--- config.mk ---
export PLATFORM = sky130hd
export DESIGN_NAME = pipb_top
export DESIGN_NICKNAME = d
export VERILOG_FILES = /design/src/design/pipb_pkg.sv /design/src/design/pipb_level_map.sv /design/src/design/pipb_top.sv
export SDC_FILE = /design/constraint.sdc
export NUM_CORES = 1
export LEC_CHECK = 0
export BUFFER_PORTS_ARGS = -buffer_cell sky130_fd_sc_hd__buf_2
export CAP_MARGIN = 20
export CELL_PAD_IN_SITES_DETAIL_PLACEMENT = 0
export CELL_PAD_IN_SITES_GLOBAL_PLACEMENT = 1
export CORE_MARGIN = 1.5
export CORE_UTILIZATION = 29
export CTS_CLUSTER_SIZE = 25
export DETAILED_ROUTE_END_ITERATION = 7
export HOLD_SLACK_MARGIN = 0.1
export PLACE_DENSITY = 0.72
export SETUP_SLACK_MARGIN = 0.3
export SLEW_MARGIN = 20
export SYNTH_ARGS = -nofsm -noshare
export SYNTH_HDL_FRONTEND = slang
export SYNTH_HIERARCHICAL = 1
export SYNTH_SLANG_ARGS = --single-unit
--- constraint.sdc ---
create_clock -name ref_clk_i -period 0.8 [get_ports ref_clk_i]
set_input_delay 0.16 -clock ref_clk_i [delete_from_list [all_inputs] [get_ports ref_clk_i]]
set_output_delay 0.16 -clock ref_clk_i [all_outputs]
set_load 0.01 [all_outputs]
--- src/design/pipb_pkg.sv ---
/*
  Constants for the peripheral interrupt priority-select register.
  Assumes one system clock and an active-low asynchronous reset.
*/
// Behaviour
// - Bit 3 selects conversion-complete priority level
// - Bit 2 selects window-compare priority level
// - Bit 1 selects USB function priority level
// - Bit 0 selects SMBus port priority level
// - Set counter-array bit means high priority
// - Bit 4 is counter-array; clear means low
package pipb_pkg;

    localparam int DATA_W = 8;
    localparam int ADDR_W = 8;
    localparam int NSRC = 5;

    // Register offsets, placed freely
    localparam logic [ADDR_W-1:0] PRIO_SEL_OFS = 8'h00;
    localparam logic [ADDR_W-1:0] PRIO_STAT_OFS = 8'h04;

    // Field positions
    localparam int SMBUS_BIT = 0;
    localparam int USB_BIT = 1;
    localparam int WIN_BIT = 2;
    localparam int CONV_BIT = 3;
    localparam int PCA_BIT = 4;

    localparam logic [NSRC-1:0] PRIO_SEL_RST = 5'h00;
    localparam logic [DATA_W-1:0] UNMAPPED_RD = 8'h00;

    typedef enum logic {
        PIPB_LOW,
        PIPB_HIGH
    } pipb_level_t;

endpackage

--- src/design/pipb_level_map.sv ---
/*
  Maps one priority-select bit to a priority level.
  Assumes the bit comes from a register on the same clock.
*/
`timescale 1ns/100ps
module pipb_level_map
    import pipb_pkg::*;
(
    input wire logic sel_i,
    output pipb_pkg::pipb_level_t level_o
);

    // Zero is low, one is high, for every source
    assign level_o = sel_i ? PIPB_HIGH : PIPB_LOW;

endmodule

--- src/design/pipb_top.sv ---
/*
  Priority-select register for five peripheral interrupt sources.
  Assumes a simple software port and an arbiter outside that reads
  the per-source high-priority outputs.
*/
`timescale 1ns/100ps
module pipb_top
    import pipb_pkg::*;
(
    input wire logic ref_clk_i,
    input wire logic rstn_i,
    input wire logic [pipb_pkg::ADDR_W-1:0] addr_i,
    input wire logic [pipb_pkg::DATA_W-1:0] wdata_i,
    input wire logic wr_i,
    input wire logic rd_i,
    output logic [pipb_pkg::DATA_W-1:0] rdata_o,
    output logic counter_array_prio_sel_o,
    output logic conv_done_prio_sel_o,
    output logic window_cmp_prio_sel_o,
    output logic usb_func_prio_sel_o,
    output logic smbus_port_prio_sel_o
);

    ////////////////////////////////////////////////////////////////
    // Select bits, one flop per source
    logic counter_array_sel_q;
    logic counter_array_sel_d;
    logic conv_done_sel_q;
    logic conv_done_sel_d;
    logic window_cmp_sel_q;
    logic window_cmp_sel_d;
    logic usb_func_sel_q;
    logic usb_func_sel_d;
    logic smbus_port_sel_q;
    logic smbus_port_sel_d;

    // Level stage; costs a cycle but keeps outputs on flops
    logic counter_array_high_q;
    logic counter_array_high_d;
    logic conv_done_high_q;
    logic conv_done_high_d;
    logic window_cmp_high_q;
    logic window_cmp_high_d;
    logic usb_func_high_q;
    logic usb_func_high_d;
    logic smbus_port_high_q;
    logic smbus_port_high_d;

    // Levels as mapped from the select bits
    pipb_level_t counter_array_lvl;
    pipb_level_t conv_done_lvl;
    pipb_level_t window_cmp_lvl;
    pipb_level_t usb_func_lvl;
    pipb_level_t smbus_port_lvl;

    // Bus decode and read path
    logic sel_wr;
    logic sel_rd;
    logic stat_rd;
    logic miss_rd;
    wire logic [NSRC-1:0] sel_vec;
    wire logic [NSRC-1:0] high_vec;
    logic [DATA_W-1:0] rdata_q;
    logic [DATA_W-1:0] rdata_d;

    ////////////////////////////////////////////////////////////////
    // Address compare, shared by write and read decode
    function automatic logic addr_hit(
        input logic [ADDR_W-1:0] addr,
        input logic [ADDR_W-1:0] ofs
    );
        return addr == ofs;
    endfunction

    // Widen five bits to a bus word; upper bits read zero
    function automatic logic [DATA_W-1:0] pack_word(
        input logic [NSRC-1:0] bits
    );
        logic [DATA_W-1:0] word;
        word = '0;
        word[NSRC-1:0] = bits;
        return word;
    endfunction

    // One select bit: new data on a hit, else hold
    function automatic logic next_sel(
        input logic hit,
        input logic new_bit,
        input logic old_bit
    );
        return hit ? new_bit : old_bit;
    endfunction

    // Level to high-priority flag
    function automatic logic is_high(
        input pipb_level_t lvl
    );
        return lvl == PIPB_HIGH;
    endfunction

    ////////////////////////////////////////////////////////////////
    // Strobes never come together; decoded apart anyway
    assign sel_wr = wr_i && addr_hit(addr_i, PRIO_SEL_OFS);
    assign sel_rd = rd_i && addr_hit(addr_i, PRIO_SEL_OFS);
    assign stat_rd = rd_i && addr_hit(addr_i, PRIO_STAT_OFS);
    assign miss_rd = rd_i && !sel_rd && !stat_rd;

    // Bits 7:5 of a write are dropped; unmapped writes hold all
    assign counter_array_sel_d = next_sel(sel_wr, wdata_i[PCA_BIT],
        counter_array_sel_q);
    assign conv_done_sel_d = next_sel(sel_wr, wdata_i[CONV_BIT],
        conv_done_sel_q);
    assign window_cmp_sel_d = next_sel(sel_wr, wdata_i[WIN_BIT],
        window_cmp_sel_q);
    assign usb_func_sel_d = next_sel(sel_wr, wdata_i[USB_BIT],
        usb_func_sel_q);
    assign smbus_port_sel_d = next_sel(sel_wr, wdata_i[SMBUS_BIT],
        smbus_port_sel_q);

    ////////////////////////////////////////////////////////////////
    pipb_level_map u_counter_array_map (
        .sel_i(counter_array_sel_q),
        .level_o(counter_array_lvl)
    );

    pipb_level_map u_conv_done_map (
        .sel_i(conv_done_sel_q),
        .level_o(conv_done_lvl)
    );

    pipb_level_map u_window_cmp_map (
        .sel_i(window_cmp_sel_q),
        .level_o(window_cmp_lvl)
    );

    pipb_level_map u_usb_func_map (
        .sel_i(usb_func_sel_q),
        .level_o(usb_func_lvl)
    );

    pipb_level_map u_smbus_port_map (
        .sel_i(smbus_port_sel_q),
        .level_o(smbus_port_lvl)
    );

    assign counter_array_high_d = is_high(counter_array_lvl);
    assign conv_done_high_d = is_high(conv_done_lvl);
    assign window_cmp_high_d = is_high(window_cmp_lvl);
    assign usb_func_high_d = is_high(usb_func_lvl);
    assign smbus_port_high_d = is_high(smbus_port_lvl);

    // Software sees the bits in register order
    assign sel_vec[PCA_BIT] = counter_array_sel_q;
    assign sel_vec[CONV_BIT] = conv_done_sel_q;
    assign sel_vec[WIN_BIT] = window_cmp_sel_q;
    assign sel_vec[USB_BIT] = usb_func_sel_q;
    assign sel_vec[SMBUS_BIT] = smbus_port_sel_q;
    assign high_vec[PCA_BIT] = counter_array_high_q;
    assign high_vec[CONV_BIT] = conv_done_high_q;
    assign high_vec[WIN_BIT] = window_cmp_high_q;
    assign high_vec[USB_BIT] = usb_func_high_q;
    assign high_vec[SMBUS_BIT] = smbus_port_high_q;

    // Registered read data stands one cycle only
    assign rdata_d = sel_rd ? pack_word(sel_vec) :
                     stat_rd ? pack_word(high_vec) :
                     miss_rd ? UNMAPPED_RD : '0;

    ////////////////////////////////////////////////////////////////
    // Select register, one flop per source
    always_ff @(posedge ref_clk_i or negedge rstn_i)
    begin
        if (!rstn_i)
        begin
            counter_array_sel_q <= PRIO_SEL_RST[PCA_BIT];
        end
        else
        begin
            counter_array_sel_q <= counter_array_sel_d;
        end
    end

    always_ff @(posedge ref_clk_i or negedge rstn_i)
    begin
        if (!rstn_i)
        begin
            conv_done_sel_q <= PRIO_SEL_RST[CONV_BIT];
        end
        else
        begin
            conv_done_sel_q <= conv_done_sel_d;
        end
    end

    always_ff @(posedge ref_clk_i or negedge rstn_i)
    begin
        if (!rstn_i)
        begin
            window_cmp_sel_q <= PRIO_SEL_RST[WIN_BIT];
        end
        else
        begin
            window_cmp_sel_q <= window_cmp_sel_d;
        end
    end

    always_ff @(posedge ref_clk_i or negedge rstn_i)
    begin
        if (!rstn_i)
        begin
            usb_func_sel_q <= PRIO_SEL_RST[USB_BIT];
        end
        else
        begin
            usb_func_sel_q <= usb_func_sel_d;
        end
    end

    always_ff @(posedge ref_clk_i or negedge rstn_i)
    begin
        if (!rstn_i)
        begin
            smbus_port_sel_q <= PRIO_SEL_RST[SMBUS_BIT];
        end
        else
        begin
            smbus_port_sel_q <= smbus_port_sel_d;
        end
    end

    ////////////////////////////////////////////////////////////////
    // Level stage, one flop per source
    always_ff @(posedge ref_clk_i or negedge rstn_i)
    begin
        if (!rstn_i)
        begin
            counter_array_high_q <= PRIO_SEL_RST[PCA_BIT];
        end
        else
        begin
            counter_array_high_q <= counter_array_high_d;
        end
    end

    always_ff @(posedge ref_clk_i or negedge rstn_i)
    begin
        if (!rstn_i)
        begin
            conv_done_high_q <= PRIO_SEL_RST[CONV_BIT];
        end
        else
        begin
            conv_done_high_q <= conv_done_high_d;
        end
    end

    always_ff @(posedge ref_clk_i or negedge rstn_i)
    begin
        if (!rstn_i)
        begin
            window_cmp_high_q <= PRIO_SEL_RST[WIN_BIT];
        end
        else
        begin
            window_cmp_high_q <= window_cmp_high_d;
        end
    end

    always_ff @(posedge ref_clk_i or negedge rstn_i)
    begin
        if (!rstn_i)
        begin
            usb_func_high_q <= PRIO_SEL_RST[USB_BIT];
        end
        else
        begin
            usb_func_high_q <= usb_func_high_d;
        end
    end

    always_ff @(posedge ref_clk_i or negedge rstn_i)
    begin
        if (!rstn_i)
        begin
            smbus_port_high_q <= PRIO_SEL_RST[SMBUS_BIT];
        end
        else
        begin
            smbus_port_high_q <= smbus_port_high_d;
        end
    end

    ////////////////////////////////////////////////////////////////
    // Read data, zero whenever no read was taken
    always_ff @(posedge ref_clk_i or negedge rstn_i)
    begin
        if (!rstn_i)
        begin
            rdata_q <= '0;
        end
        else
        begin
            rdata_q <= rdata_d;
        end
    end

    ////////////////////////////////////////////////////////////////
    // Levels lag the select bits by one cycle
    assign rdata_o = rdata_q;
    assign counter_array_prio_sel_o = counter_array_high_q;
    assign conv_done_prio_sel_o = conv_done_high_q;
    assign window_cmp_prio_sel_o = window_cmp_high_q;
    assign usb_func_prio_sel_o = usb_func_high_q;
    assign smbus_port_prio_sel_o = smbus_port_high_q;

endmodule

# Word-level counts from Yosys, hierarchy flattened
# Index checks and enable logic that the tools add are counted.
# totals
input_bits	20
word_cells	23
register_bits	18
# op_classes
n_eq_ne	1
n_mux	7
n_reduce_logical	4
# ops
operator	n
$mux 5	2
$eq 8x3->1 const B	1
$logic_not 8->1	1
$mux 1	5
$logic_and 1x1->1	3

# Depth between registers and ports, before layout
# Gate-level depths: netlist (run 1).
# depth
ltp_word	4
ltp_mapped	3

# Modules after synthesis
# The synthesis (run 1) kept the hierarchy.
# by_module_without_submodules
mod	area_each_um2	n_inst	cells_each	seq_area_each_um2
pipb_top	593.1	1	39	375.4
pipb_level_map	7.5	5	1	0.0

# Worst setup path after synthesis (run 1)
# OpenSTA, ideal clock, no wires.
# synth_timing
kind	input port to flip-flop
from	in addr_i[2] (netlist bit)
to	reg conv_done_sel_q
t_arrival_ps	1019
cell_stages	3
setup_slack_ps	-346
n_path_buf	0
t_required_ps	673
setup_ps	127
path_cell_list	nor4_4 nand3_4 mux2_1
# synth_between
elab_chain_cells	2
# synth_rtl
item	line_no	source
start: declaration	pipb_top.sv:12	input wire logic [pipb_pkg::ADDR_W-1:0] addr_i,
$logic_not 8->1	pipb_top.sv:72	return addr == ofs;
$logic_and 1x1->1	pipb_top.sv:103	assign sel_wr = wr_i && addr_hit(addr_i, PRIO_SEL_OFS);
end signal: assignment	pipb_top.sv:187	conv_done_sel_q <= PRIO_SEL_RST[CONV_BIT];
end signal: assignment	pipb_top.sv:191	conv_done_sel_q <= conv_done_sel_d;
end: declaration	pipb_top.sv:28	logic conv_done_sel_q;
# No other way between the ends.
# A chain may end at the register's enable or synchronous reset.

# Final worst setup path (run 1)
# layout_timing
from	reg smbus_port_high_q, in the netlist smbus_port_prio_sel_o
to	out smbus_port_prio_sel_o
# layout_rtl
item	line_no	source
start: declaration	pipb_top.sv:46	logic smbus_port_high_q;
start signal: assignment	pipb_top.sv:285	smbus_port_high_q <= PRIO_SEL_RST[SMBUS_BIT];
start signal: assignment	pipb_top.sv:289	smbus_port_high_q <= smbus_port_high_d;
end: declaration	pipb_top.sv:21	output logic smbus_port_prio_sel_o
# No word-level cell between the ends.

==> results.md, run 1 <==
- Final Wtd Congestion: 0.753
- WP buf/inv: 1
- Synth top area cells: dfrtp_1 60%, buf_4 9.5%, mux2_1 8.9%
- Worst vdd ir: 0.000564 V
- Primary FF master, synth: dfrtp_1
- CTS root buf: clkbuf_4
- WL met3: ~110 um
- Setup TNS: -2.21 ns
- Worst path depth: 1
- Die width: between 40 and 50 um
- CTS Buf Count: 3
- Cell Area, Synth: between 600 and 700 um^2
- Final nets: between 90 and 100
- Post-synth top cells: 15 x dfrtp_1, 8 x buf_4, 5 x a22oi_1, 5 x mux2_1, 5 x nor2_1
- Final Core Density: 0.434
- Status: finished, violations left
- Slowest cell on crit path: dfrtp_1
- H-tree Lvls: 1
- Clk sink count: 15
- CTS tree: done
- Failing checks: negative hold slack, negative setup slack
- Detail Route met2 WL: 513 um
- Clock Skews: approximately 0.0012 ns
- Vias/cell: around 4.3
- Via count: approximately 430
- Pins Over Slew Limit: 0
- Leak pwr: around 0.45 nW
- Critical path cell sequence: buf_2
- Asr flop ratio synth: 1.00
- Setup Slack @ Placement: -0.480 ns
- Worst Path Class, Setup: flip-flop to primary output
- Seq/Total Area, Yosys: 0.595
- I/O Buffers: 26
- Maximum clock rate: around 1000 MHz
- Most frequent cell after synthesis: dfrtp_1
- Share of cells above drive strength 1: 0.608
- WL final: between 1000 and 1500 um
- Synth warn: 6
- CP delay by family, top: flip-flops
- DR iter-0 viols: 1
- Final hold vios: 15
- DRC errors left: 0
- Critical path arrival: approximately 0.81 ns
- Distinct cell type count after synthesis: 10
- Die area: 2460 um^2
- PD cells: between 1500 and 2000 nW/um^2
- Global-route wire length before repair: 1780 um
- N_diodes: 0
- GRT Overall Usage: 0.102
- Die Y: a little under 50 um
- Total design power: around 1.4 mW
- PnR worst setup slack: -0.168 ns
- Final Critical Period: between 0.9 and 1 ns
- Max clock buf depth: 2
- Final instance area: ~870 um^2
- Reg2Reg Depth: 1
- Top Layer Used: met4
- Initial core utilization: 0.315
- Post-Layout Cell Count: about 100
- DR WL/cell: about 11 um
- ANT nets after route: 0
- Largest area contributor in the netlist: dfrtp_1
- Flops & latches, synth: 15
- Largest net degree at the start of global routing: 16
- CP max stage delay: 0.39 ns
- WHS: -0.242 ns
- CORE AREA: about 2000 um^2
- P&R area growth vs syn: 37.9%
- Max-cap violation count: 0
- Final period util: 1.21
- Worst setup EP type: primary output
- WP data required: roughly 0.64 ns
- Initial DRT Pass Iterations: 3
- Setup violators final: 15
- Cell count after synthesis: 44
- Critical Path Source Type: flip-flop
- Share of the synthesized area in the top cell type: 0.595
- Worst skew pair latency: between 0.2 and 0.3 ns
- EDFF count, synth: 0
- Post-Syn Area per Cell: around 14 um^2
- Antenna violations before repair: 0
- Worst hold path class: input pin to asynchronous set/reset pin
- Crit path max fanout: 2
- RSZ-0062 raised after global routing: yes
- Worst-path clk slew: approximately 0.080 ns
- Dpl cells: 96
- Placed cell area: between 700 and 800 um^2
- M1 WL: between 400 and 500 um
- Vias in the first global route: 413
- Ports: 33
- Standard-cell row count: 16
- Gr ovfl total: 0
power by group:
part / leakage (nW) / internal, mW / switching (mW)
logic: 0.228 / 0.0872 / 0.0750
registers: 0.208 / 0.781 / 0.0162
clock network: 0.0150 / 0.194 / 0.220
total: 0.451 / 1.06 / 0.312
kinds of logic after synthesis:
logic type	synth area share
DFF	0.595
AOI/OAI and AO/OA	0.0595
other	0.00595
buffers and inverters	0.0952
muxes	0.0893
and+or+nand+nor	0.155
path summary, 6_finish.rpt:
kind,start,end,slack [ns]
max in group asynchronous,rstn_i,window_cmp_prio_sel_o,0.81
min in group ref_clk_i,wdata_i[4],counter_array_sel_q,0.10
hold reg to reg,counter_array_sel_q,counter_array_prio_sel_o,0.42
hold / removal,rstn_i,rdata_o[1],-0.24
setup / recovery,smbus_port_prio_sel_o,smbus_port_prio_sel_o,-0.17
setup reg to reg,counter_array_sel_q,counter_array_sel_q,-0.01
layout by cell type (no fill, tap or decap):
cell       n
buf_6      2
conb_1     3
a22oi_1    3
nand3_4    1
a22oi_2    2
nor4_4     2
nand2_1    1
mux2_4     4
buf_4      6
buf_8      1
clkbuf_4   3
dfrtp_1   15
clkbuf_1   1
nor2_1     5
buf_2     23
mux2_1     1
nor4b_4    1
sequential cells by signal, summed over array words and instances (netlist names):
signal and flops:
window_cmp_prio_sel_o 1, smbus_port_sel_q 1, usb_func_prio_sel_o 1, conv_done_sel_q 1
rdata_o 5, conv_done_prio_sel_o 1, counter_array_sel_q 1, window_cmp_sel_q 1
usb_func_sel_q 1, smbus_port_prio_sel_o 1, counter_array_prio_sel_o 1
area by class of cell:
cell class | count | area, um^2
clock buffers | 4 | 26.3
fillers | 196 | 1130
multi-input cells | 23 | 236
flip-flops and latches | 15 | 375
well taps | 27 | 33.8
repair buffers | 32 | 198
timing repair:
action                                  4_1_cts  5_1_grt
pin swaps                                     2        4
setup buffers                                 1        0
endpoints found under the setup margin       25       25
endpoints found under the hold margin        17       16
gates resized for setup                       8        5
metal layers:
layer	up-vias	global-route usage
li1	205	-
met1	201	0.109
met2	20	0.151
met3	5	0.0424
met4	0	0.0972
met5	-	0
Power figures use the tool's default switching activity.
==> run 2, diff against run 1 <==
--- a/config.mk
+++ b/config.mk
@@ -10,12 +10,14 @@
 export CELL_PAD_IN_SITES_DETAIL_PLACEMENT = 0
 export CELL_PAD_IN_SITES_GLOBAL_PLACEMENT = 1
 export CORE_MARGIN = 1.5
-export CORE_UTILIZATION = 29
+export CORE_UTILIZATION = 31
+export CTS_BUF_LIST = sky130_fd_sc_hd__clkbuf_2
 export CTS_CLUSTER_SIZE = 25
 export DETAILED_ROUTE_END_ITERATION = 7
 export HOLD_SLACK_MARGIN = 0.1
-export PLACE_DENSITY = 0.72
+export PLACE_DENSITY = 0.76
 export SETUP_SLACK_MARGIN = 0.3
+export SKIP_LAST_GASP = 1
 export SLEW_MARGIN = 20
 export SYNTH_ARGS = -nofsm -noshare
 export SYNTH_HDL_FRONTEND = slang
==> results.md, run 2 (synthesis gave the netlist of run 1 again) <==
- Max-cap violation count: 0
- WP buf/inv: 1
- Worst skew pair latency: around 0.27 ns
- Final nets: 95
- Met2 usage: 0.179
- Largest register FFs: 5
- CTS Buf Count: 3
- Status: finished, violations left
- Final Critical Period: about 0.97 ns
- Crit path max fanout: 2
- Psw: 0.303 mW
- Global-route wire length before repair: 1700 um
- Share of cells above drive strength 1: 0.622
- GR Util met3: 0.0667
- Setup TNS: -2.34 ns
- CP max stage delay: around 0.40 ns
- N_diodes: 0
- DR iter-0 viols: 3
- Setup violators final: 16
- Sw Ratio: 0.233
- Final hold vios: 15
- DR WL/cell: roughly 11 um
- DRC errors left: 0
- WL final: between 1000 and 1500 um
- Via count: between 400 and 500
- Clock Skews: 0.00295 ns
- Die width: between 40 and 50 um
- Reg2Reg Depth: 1
- Filler cells: 192
- Final Wtd Congestion: around 0.7
- CORE AREA: 1940 um^2
- Storage cell area: around 380 um^2
- Standard-cell row count: 16
- Commonest non-fill, non-tap cell in the layout: buf_2
- RR Endpoint: window_cmp_sel_q
- Leak pwr: roughly 0.45 nW
- Ports: 33
- Max clock buf depth: 2
- Initial DRT Pass Iterations: 2
- Most frequent cells in the layout: 24 x buf_2, 15 x dfrtp_1, 6 x buf_4
- Clock share of power: 0.267
- Worst vdd ir: between 0.0009 and 0.001 V
- Worst-path clk slew: 0.12 ns
- Vias/cell: approximately 4
- R2r setup slk: 0 ns
- Clk sink count: 15
- Vias in the first global route: between 300 and 400
- CP delay by family, top: flip-flops
- Largest net degree at the start of global routing: 16
- Final period util: 1.22
- Worst r2r src: window_cmp_sel_q
- Die area: 2310 um^2
- Met1 usage: 0.133
- Die Y: between 40 and 50 um
- Slowest cell on crit path: dfrtp_1
- Initial core utilization: 0.325
- P&R area growth vs syn: 33.7%
- PD cells: 1540 nW/um^2
- Pins Over Slew Limit: 0
- Comb power frac: 0.119
- WHS: -0.246 ns
- Critical path cell sequence: buf_2
- WP data required: around 0.64 ns
- Final Core Density: 0.434
- PnR worst setup slack: -0.172 ns
- Sequential share of power: 0.614
- RSZ-0062 raised after global routing: yes
- Worst Path Class, Setup: flip-flop to primary output
- Area of the multi-input gates: around 230 um^2
- CTS root buf: clkbuf_2
- ANT nets after route: 0
- Detailed placement HPWL: about 820 um
- Gr ovfl total: 0
- CTS tree: done
- Worst setup EP type: primary output
- Critical Path Source Type: flip-flop
- Failing checks: negative hold slack, negative setup slack
- Most used routing layer: met2
- I/O Buffers: 26
- Antenna violations before repair: 0
- H-tree Lvls: 1
- Worst hold path class: input pin to asynchronous set/reset pin
- Critical path arrival: 0.81 ns
- Power Internal: 0.996 mW
- Maximum clock rate: slightly above 1000 MHz
- GRT Overall Usage: 0.114
- Setup Slack @ Placement: -0.471 ns
run 2: what timing repair did:
action | CTS | global route
endpoints found under the hold margin | 18 | 20
pin swaps | 3 | 3
setup buffers | 1 | 0
endpoints found under the setup margin | 25 | 25
resized for setup | 10 | 0
run 2: power by group through the flow:
stage | registers (mW) | logic, mW | clock network (mW)
after floorplan | 0.815 | 0.0558 | 0
after global placement | 0.811 | 0.130 | 0
after detailed placement | 0.811 | 0.134 | 0
after CTS | 0.798 | 0.156 | 0.366
after global routing | 0.800 | 0.171 | 0.408
final | 0.797 | 0.154 | 0.347
run 2: through the flow:
stage | area, um^2 | hold slack, ns | std cells | power, mW
after floorplan | 638 | -0.136 | 46 | 0.871
final | 843 | -0.246 | 101 | 1.30
after detailed placement | 779 | 0.0733 | 96 | 0.945
after global placement | 779 | 0.0683 | 96 | 0.941
after CTS | 843 | -0.253 | 101 | 1.32
after global routing | 843 | -0.268 | 101 | 1.38
run 2: cell type report:
| cell class | instances | area share |
|---|---|---|
| clock buffers | 4 | 0.0237 |
| well taps | 27 | 0.0401 |
| multi-input cells | 23 | 0.269 |
| flip-flops and latches | 15 | 0.445 |
| repair buffers | 32 | 0.223 |
run 2: worst max path at each step:
| stage | depth (start not counted) | to | startpoint | slack, ns |
|---|---|---|---|---|
| after global placement | 4 | smbus_port_sel_q | addr_i[2] | -0.46 |
| after detailed placement | 4 | usb_func_sel_q | addr_i[2] | -0.47 |
| after CTS | 1 | usb_func_prio_sel_o | usb_func_prio_sel_o | -0.19 |
| after global routing | 1 | conv_done_prio_sel_o | conv_done_prio_sel_o | -0.25 |
| final | 1 | window_cmp_prio_sel_o | window_cmp_prio_sel_o | -0.17 |
| after floorplan | 3 | conv_done_sel_q | addr_i[2] | -0.34 |
run 2: routing by layer:
layer	wire length (um)	part of all wire
met5	0	0
met4	0	0
met3	70	0.063
met2	595	0.54
met1	439	0.40
